File: src/wtc_pkg.sv
// shared constants, types and helpers for the word-time counters
package wtc_pkg;

    localparam int          WTC_SHIFT_PULSES = 14;
    localparam logic [3:0]  WTC_WRAP_CNT     = 4'(WTC_SHIFT_PULSES);
    localparam logic [3:0]  WTC_CNT_RST      = 4'h0;
    localparam int          WTC_SEC_W        = 12;
    localparam int          WTC_RTC_SECTIONS = 3;

    typedef enum logic [1:0] {
        WTC_CTL_IDLE  = 2'h0,
        WTC_CTL_READ  = 2'h1,
        WTC_CTL_SHIFT = 2'h2,
        WTC_CTL_EMIT  = 2'h3
    } wtc_ctl_t;

    typedef struct packed {
        logic     sel;
        wtc_ctl_t code;
    } wtc_instr_t;

    typedef struct packed {
        logic [2:0] shift;
        logic [2:0] word;
    } wtc_timing_t;

    function automatic logic wtc_maj3(input logic [2:0] v);
        return (v[0] & v[1]) | (v[0] & v[2]) | (v[1] & v[2]);
    endfunction

endpackage

File: src/wtc_counters.sv
// timing generator, real-time counter and sample-rate counter
// Functional notes
// - 14 shift pulses, then one word pulse
// - triplicated pulses, majority voted at receivers
// - three lockstep counters, voted wrap reset
// - command picks one of two sources
// - real-time count in cascaded 12-bit sections
// - low section every word, others on carry
// - read-in steps through sections cyclically
// - emit restarts section selection at the low section
// - divided-clock buffer loads low section
// - 12-bit reload from external holding register
// - overflow reloads value, counting continues
// - overflow sets interrupt except in a read-in word, emit clears it
// - read-in reloads sample counter at the word boundary
// - sample counter may step on rtc overflow
// - one count-step circuit serves both counters
// - control code 00 idle,01 read,10 shift,11 emit
module wtc_counters
    import wtc_pkg::*;
#(
    parameter int SEC_W    = WTC_SEC_W,
    parameter int SECTIONS = WTC_RTC_SECTIONS
) (
    input  wire logic              ref_clk,
    input  wire logic              sys_rst,
    input  wire logic              src_clk_a,
    input  wire logic              src_clk_b,
    input  wire logic              src_select,
    input  wire wtc_instr_t        rtc_instr,
    input  wire wtc_instr_t        srt_instr,
    input  wire logic [SEC_W-1:0]  srt_reload,
    input  wire logic              srt_step_by_rtc,
    output wtc_timing_t            timing_out,
    output logic [SEC_W-1:0]       rtc_dout,
    output logic                   rtc_overflow,
    output logic [SEC_W-1:0]       div_clk_out,
    output logic [SEC_W-1:0]       srt_count,
    output logic                   srt_irq
);

    localparam int PW = (SECTIONS > 1) ? $clog2(SECTIONS) : 1;

    // single count-step circuit, returns {carry, next}
    function automatic logic [SEC_W:0] cnt_step(input logic [SEC_W-1:0] v, input logic en);
        return {1'b0, v} + {{SEC_W{1'b0}}, en};
    endfunction

    // ---------------- source synchronisers and timing generator ----------------
    logic [2:0]       src_a_q;
    logic [2:0]       src_b_q;
    logic [1:0]       sel_q;
    logic [3:0]       tg_cnt_q [3];
    logic [3:0]       tg_cnt_d [3];
    logic [2:0]       tg_shift_q;
    logic [2:0]       tg_shift_d;
    logic [2:0]       tg_word_q;
    logic [2:0]       tg_word_d;
    logic             src_edge;
    logic             wrap_vote;
    logic             word_tick;

    always_comb begin
        // stage 0 of each synchroniser feeds only stage 1
        src_edge = sel_q[1] ? (src_b_q[1] & ~src_b_q[2]) : (src_a_q[1] & ~src_a_q[2]);
        wrap_vote = wtc_maj3({tg_cnt_q[2] == WTC_WRAP_CNT, tg_cnt_q[1] == WTC_WRAP_CNT,
                              tg_cnt_q[0] == WTC_WRAP_CNT});
        for (int i = 0; i < 3; i++) begin
            tg_cnt_d[i]   = tg_cnt_q[i];
            tg_shift_d[i] = 1'b0;
            tg_word_d[i]  = 1'b0;
            if (src_edge) begin
                // voted wrap keeps a stray counter from drifting the others
                tg_cnt_d[i]   = wrap_vote ? WTC_CNT_RST : 4'(tg_cnt_q[i] + 4'h1);
                tg_shift_d[i] = (tg_cnt_q[i] != WTC_WRAP_CNT);
                tg_word_d[i]  = (tg_cnt_q[i] == WTC_WRAP_CNT);
            end
        end
    end

    always_ff @(posedge ref_clk or posedge sys_rst) begin
        if (sys_rst) begin
            src_a_q    <= 3'h0;
            src_b_q    <= 3'h0;
            sel_q      <= 2'h0;
            tg_shift_q <= 3'h0;
            tg_word_q  <= 3'h0;
            for (int i = 0; i < 3; i++) begin
                tg_cnt_q[i] <= WTC_CNT_RST;
            end
        end else begin
            src_a_q    <= {src_a_q[1:0], src_clk_a};
            src_b_q    <= {src_b_q[1:0], src_clk_b};
            sel_q      <= {sel_q[0], src_select};
            tg_shift_q <= tg_shift_d;
            tg_word_q  <= tg_word_d;
            tg_cnt_q   <= tg_cnt_d;
        end
    end

    // internal receivers vote the three copies like any other module
    assign word_tick  = wtc_maj3(tg_word_q);
    assign timing_out = '{shift: tg_shift_q, word: tg_word_q};

    // ---------------- instruction decode and pending flags ----------------
    logic rtc_rd_pend_q, rtc_rd_pend_d, rtc_em_pend_q, rtc_em_pend_d;
    logic srt_rd_pend_q, srt_rd_pend_d, srt_em_pend_q, srt_em_pend_d;
    logic rtc_rd, rtc_em, srt_rd, srt_em;

    always_comb begin
        // idle and shift codes leave the counters alone
        rtc_rd = rtc_rd_pend_q | (rtc_instr.sel & (rtc_instr.code == WTC_CTL_READ));
        rtc_em = rtc_em_pend_q | (rtc_instr.sel & (rtc_instr.code == WTC_CTL_EMIT));
        srt_rd = srt_rd_pend_q | (srt_instr.sel & (srt_instr.code == WTC_CTL_READ));
        srt_em = srt_em_pend_q | (srt_instr.sel & (srt_instr.code == WTC_CTL_EMIT));
        // held until the word boundary that ends the instruction
        rtc_rd_pend_d = rtc_rd & ~word_tick;
        rtc_em_pend_d = rtc_em & ~word_tick;
        srt_rd_pend_d = srt_rd & ~word_tick;
        srt_em_pend_d = srt_em & ~word_tick;
    end

    // ---------------- real-time counter ----------------
    logic [SEC_W-1:0] sec_q [SECTIONS];
    logic [SEC_W-1:0] sec_d [SECTIONS];
    logic [SECTIONS-1:0] carry_q, carry_d;
    logic [PW-1:0]    ptr_q, ptr_d, ptr_sel;
    logic [SEC_W-1:0] rtc_dout_q, rtc_dout_d;
    logic [SEC_W-1:0] div_q, div_d;
    logic             rtc_ovf_q, rtc_ovf_d;

    always_comb begin
        logic [SEC_W:0] st;
        st         = '0;
        sec_d      = sec_q;
        carry_d    = carry_q;
        ptr_d      = ptr_q;
        rtc_dout_d = rtc_dout_q;
        div_d      = div_q;
        rtc_ovf_d  = rtc_ovf_q;
        ptr_sel    = rtc_em ? '0 : ptr_q;
        if (word_tick) begin
            for (int i = 0; i < SECTIONS; i++) begin
                // section i steps one word after section i-1 wrapped
                // index clamped so the unused branch never selects below bit 0
                st         = cnt_step(sec_q[i], (i == 0) ? 1'b1 : carry_q[(i > 0) ? i - 1 : 0]);
                sec_d[i]   = st[SEC_W-1:0];
                carry_d[i] = st[SEC_W];
            end
            rtc_ovf_d = carry_d[SECTIONS-1];
            div_d     = sec_q[0];
            ptr_d     = ptr_sel;
            if (rtc_rd) begin
                rtc_dout_d = sec_q[ptr_sel];
                ptr_d = (ptr_sel == PW'(SECTIONS - 1)) ? '0 : PW'(ptr_sel + 1'b1);
            end
        end
    end

    // ---------------- sample-rate counter ----------------
    logic [SEC_W-1:0] srt_q, srt_d;
    logic             irq_q, irq_d;
    logic             srt_set;

    always_comb begin
        logic [SEC_W:0] st;
        // slow rates: step only on a real-time counter wrap
        st      = cnt_step(srt_q, srt_step_by_rtc ? rtc_ovf_q : 1'b1);
        srt_d   = srt_q;
        srt_set = 1'b0;
        if (word_tick) begin
            srt_set = st[SEC_W] & ~srt_rd;
            if (srt_rd | st[SEC_W]) begin
                srt_d = srt_reload;
            end else begin
                srt_d = st[SEC_W-1:0];
            end
        end
        // a wrap in the clearing word still raises the flag
        irq_d = srt_set | (irq_q & ~(word_tick & srt_em));
    end

    always_ff @(posedge ref_clk or posedge sys_rst) begin
        if (sys_rst) begin
            rtc_rd_pend_q <= 1'b0;
            rtc_em_pend_q <= 1'b0;
            srt_rd_pend_q <= 1'b0;
            srt_em_pend_q <= 1'b0;
            carry_q       <= '0;
            ptr_q         <= '0;
            rtc_dout_q    <= '0;
            div_q         <= '0;
            rtc_ovf_q     <= 1'b0;
            srt_q         <= '0;
            irq_q         <= 1'b0;
            for (int i = 0; i < SECTIONS; i++) begin
                sec_q[i] <= '0;
            end
        end else begin
            rtc_rd_pend_q <= rtc_rd_pend_d;
            rtc_em_pend_q <= rtc_em_pend_d;
            srt_rd_pend_q <= srt_rd_pend_d;
            srt_em_pend_q <= srt_em_pend_d;
            sec_q         <= sec_d;
            carry_q       <= carry_d;
            ptr_q         <= ptr_d;
            rtc_dout_q    <= rtc_dout_d;
            div_q         <= div_d;
            rtc_ovf_q     <= rtc_ovf_d;
            srt_q         <= srt_d;
            irq_q         <= irq_d;
        end
    end

    assign rtc_dout     = rtc_dout_q;
    assign rtc_overflow = rtc_ovf_q;
    assign div_clk_out  = div_q;
    assign srt_count    = srt_q;
    assign srt_irq      = irq_q;

    // ---------------- checks ----------------
    logic [3:0] sc_seen_q;
    always_ff @(posedge ref_clk or posedge sys_rst) begin
        if (sys_rst) begin
            sc_seen_q <= 4'h0;
        end else if (word_tick) begin
            sc_seen_q <= 4'h0;
        end else if (wtc_maj3(tg_shift_q)) begin
            sc_seen_q <= 4'(sc_seen_q + 4'h1);
        end
    end
endmodule

File: config.mk
export PLATFORM = sky130hd
export DESIGN_NAME = wtc_counters
export DESIGN_NICKNAME = d
export VERILOG_FILES = /design/src/wtc_pkg.sv /design/src/wtc_counters.sv
export SDC_FILE = /design/constraint.sdc
export NUM_CORES = 1
export LEC_CHECK = 0
export ABC_CLOCK_PERIOD_IN_PS = 3250
export BUFFER_PORTS_ARGS = -buffer_cell sky130_fd_sc_hd__buf_2
export CELL_PAD_IN_SITES_DETAIL_PLACEMENT = 1
export CELL_PAD_IN_SITES_GLOBAL_PLACEMENT = 2
export CORE_MARGIN = 4
export CORE_UTILIZATION = 33
export DETAILED_ROUTE_END_ITERATION = 6
export PLACE_DENSITY_LB_ADDON = 0.3
export SLEW_MARGIN = 10
export SYNTH_ARGS = -nofsm -noshare
export SYNTH_HDL_FRONTEND = slang
export SYNTH_SLANG_ARGS = --single-unit
File: constraint.sdc
create_clock -name ref_clk -period 3.25 [get_ports ref_clk]
set_input_delay 0.65 -clock ref_clk [delete_from_list [all_inputs] [get_ports ref_clk]]
set_output_delay 0.65 -clock ref_clk [all_outputs]
set_load 0.01 [all_outputs]
==> out/metrics.csv <==
stage;metric;value;unit
run_status;status;completed;
synth;Mean Syn Cell Area;9.951;um^2
timing;fmax;0.4224;GHz
finish;footprint of the multi-input gates;2052;um^2
synth;mux cell area share after synthesis;0;%
pwr;pwr dens;490.5;nW/um^2
placed_design;port bufs;67;
clock_tree;CTS tree;built;
worst_setup_path;Worst Path Max Fanout;11;
global_route;grt total ovfl;0;
routing;Wirelength per Cell;16.46;um
pwr;Sw Ratio;24.45;%
worst_setup_path;Critical Path Source Type;register;
placed_design;HPWL after DPL;8697;um
global_route;largest net degree at the start of global routing;109;
timing;setup violators final;0;
worst_setup_path;Slowest-stage cell, CP;and2_1;
synth;Cells after Synth;491;
pwr;clock group share of total power;39.9;%
finish;Non-Filler Instances;743;
worst_setup_path;worst path buffer plus inverter count;0;
pwr;Net Switching;0.0006849;W
timing;relative slew slack;36.25;%
routing;drt drc;0;
synth;register bit total from synthesis;108;
placed_design;pre-CTS setup slack;0.6692;ns
clock_tree;clk_lat worst skew;0.35;ns
finish;commonest non-fill, non-tap cell in the layout;dfrtp_1;
finish;Core Util, Final;39.30;%
clock_tree;Longest Clk Path Bufs;2;
global_route;number of global-route vias before repair;3991;
finish;Nets;591;
finish;commonest cells after routing, fill and taps aside;dfrtp_1 (108), nand2_1 (96), buf_2 (67);
global_route;initial antenna violation count;0;
routing;via count;3662;
timing;setup_tns;0;ns
timing;unrepaired setup endpoints after global routing;false;
synth;main combinational cell family by area after synthesis;simple AND/OR/NAND/NOR gates;
finish;Seq. cell area;2703;um^2
finish;Layout area overhead;16.90;%
floorplan;total I/O pin count;68;
pwr;Total Power;0.002801;W
clock_tree;CTS Hold Bufs;0;
worst_setup_path;CP top delay family;simple AND/OR/NAND/NOR gates;
worst_setup_path;flop2flop setup slack;0.88;ns
pwr;Pint;0.002116;W
synth;Post-Synthesis Net Count;528;
synth;Synth Area in Compound Gates;12.04;%
worst_setup_path;critical path endpoint category;register;
clock_tree;cts repair resizes;0;
routing;Final ANT Viol Nets;0;
worst_setup_path;crit-path cells;nand2b_1, ha_1, ha_1, and4_4, nand4_2, and2_1, a21oi_1, o22a_1;
clock_tree;clk sinks;108;
global_route;total track usage;15.62;%
timing;fin crit share;72.84;%
worst_setup_path;Crit path largest cell delay;0.44;ns
worst_setup_path;data arrival time of the worst path;2.61;ns
clock_tree;Num CTS Buffers;9;
timing;Slew Viols, Final;0;
synth;Post-Synth XOR/XNOR Area;6.633;%
synth;yosys warns;0;
pwr;Leakage;2.693;nW
routing;Iteration-0 DRC Markers;162;
synth;synthesized cell area;4886;um^2
hold_path;Hold WC Path Type;register to register;
finish;# diodes;0;
timing;final setup margin;0.8825;ns
timing;worst slew pin tran;0.9544;ns
global_route;first-pass GRT wire length;20800;um
worst_setup_path;CP required;3.49;ns
floorplan;die height;129.7;um
synth;Post-Synth Adder-Cell Area;3.739;%
timing;final setup skew;0.009329;ns
timing;Final Hold Violating Endpoints;0;
clock_tree;clk slew on worst S/H paths;0.07;ns
routing;drt pass-1 iters;4;
floorplan;Row Count;44;
worst_setup_path;most used cell, CP;ha_1;
routing;vias per cell;4.929;
synth;Post-Synth Simple-Gate Area;19.49;%
floorplan;core area;14530;um^2
synth;post-synth cell types;46;
clock_tree;Max H-tree Level;3;
run;max-cap violations;0;
finish;FILL cells;1667;
clock_tree;# Post-CTS Setup Buffers;0;
finish;layout cells sized above 1;17.71;%
worst_setup_path;kind of critical path;register to register;
clock_tree;Clk Tree Root Cell;clkbuf_16;
placed_design;Placed Cells;727;
floorplan;die width;129.7;um
pwr;Comb power frac;6.9;%
placed_design;GPL Wtd Cong;0.8014;
routing;final WL;12230;um
pwr;Reg power frac;53.2;%
floorplan;Initial Util;33.62;%
timing;Period minus WS final;2.367;ns
floorplan;full die area;16820;um^2
synth;register area share after synthesis;55.31;%
pwr;Worst VDD drop;0.4008;mV
[path summary, 6_finish.rpt]
path	from	to	depth (start not counted)
hold reg to reg	src_a_q[0]$_DFF_PP0_	src_a_q[1]$_DFF_PP0_	0
max in group asynchronous	sys_rst	srt_count[7]$_DFFE_PP0P_	3
hold / removal	src_a_q[0]$_DFF_PP0_	src_a_q[1]$_DFF_PP0_	0
setup reg to reg	rtc_overflow$_DFFE_PP0P_	srt_count[4]$_DFFE_PP0P_	8
min in group asynchronous	sys_rst	div_clk_out[9]$_DFFE_PP0P_	3
setup / recovery	rtc_overflow$_DFFE_PP0P_	srt_count[4]$_DFFE_PP0P_	8
[metrics by stage]
step / area [um^2] / hold slack (ns)
after floorplan: 4890 / 0.3312
after global placement: 5408 / 0.3336
after detailed placement: 5408 / 0.3363
after CTS: 5712 / 0.3534
after global routing: 5712 / 0.3552
final: 5712 / 0.3518
[cells in the mapped netlist (all sizes together)]
cell | count | area share [%]
a211o | 1 | 0.18
a21o | 1 | 0.15
a21oi | 27 | 2.9
a22o | 1 | 0.18
a22oi | 13 | 2.0
a2bb2oi | 1 | 0.18
a311o | 1 | 0.20
a31oi | 5 | 0.64
a32o | 3 | 0.61
and2 | 4 | 0.51
and3 | 9 | 1.2
and4 | 2 | 0.41
buf | 14 | 1.6
clkbuf | 6 | 0.46
dfrtp | 108 | 55
ha | 13 | 3.3
inv | 9 | 0.69
maj3 | 2 | 0.41
nand2 | 97 | 7.8
nand2b | 2 | 0.26
nand3 | 22 | 2.3
nand3b | 2 | 0.31
nand4 | 16 | 2.2
nor2 | 40 | 3.1
nor2b | 3 | 0.38
nor3 | 3 | 0.31
nor4 | 3 | 0.38
o21a | 2 | 0.31
o21ai | 35 | 3.7
o21ba | 1 | 0.20
o21bai | 3 | 0.46
o22a | 1 | 0.18
o31ai | 1 | 0.15
or2 | 1 | 0.13
or3 | 1 | 0.13
or4 | 1 | 0.23
xnor2 | 25 | 4.5
xor2 | 12 | 2.2
[cells by family (layout without fill, tap and decap cells)]
| family | count (synthesis) | count (layout) |
|---|---|---|
| XOR/XNOR | 37 | 37 |
| AO/OA/AOI/OAI | 96 | 96 |
| buffers and inverters | 29 | 97 |
| flip-flops | 108 | 108 |
| adder cells (fa/ha/maj) | 15 | 15 |
| AND/OR/NAND/NOR | 206 | 206 |
[per-layer routing]
| layer | global-route usage (%) | vias up | part of all wire, % |
|---|---|---|---|
| met2 | 26.45 | 60 | 49 |
| met4 | 3.790 | 0 | 1.2 |
| li1 | - | 1805 | - |
| met5 | 0 | - | 0 |
| met1 | 20.05 | 1788 | 46 |
| met3 | 4.040 | 9 | 3.5 |
[power groups by stage]
| stage | Clock [W] | Combinational [W] | Sequential, W |
|---|---|---|---|
| 6_report | 0.00112 | 0.000193 | 0.00149 |
| 5_1_grt | 0.00122 | 0.000232 | 0.00151 |
| 4_1_cts | 0.00116 | 0.000201 | 0.00149 |
| 3_5_place_dp | 0 | 0.000199 | 0.00152 |
| 3_3_place_gp | 0 | 0.000185 | 0.00151 |
| 2_1_floorplan | 0 | 0.000126 | 0.00150 |
[layout make-up]
type,instances,share of cell area [%]
Clock buffer,11,4.250
Inverter,9,0.6572
Timing Repair Buffer,72,6.747
Clock inverter,5,1.073
Multi-Input combinational cell,354,35.93
Sequential cell,108,47.32
Tap cell,184,4.031
[registers in the layout (all words and copies together), names as in the netlist]
name / count
tg_cnt_q: 12
sec_q: 36
rtc_em_pend_q: 1
sel_q: 2
tg_shift_q: 3
srt_em_pend_q: 1
carry_q: 2
ptr_q: 2
srt_irq: 1
rtc_rd_pend_q: 1
rtc_overflow: 1
rtc_dout: 12
srt_count: 12
src_a_q: 3
tg_word_q: 3
src_b_q: 3
srt_rd_pend_q: 1
div_clk_out: 12
Note: power is estimated with default switching activity, not from simulation.
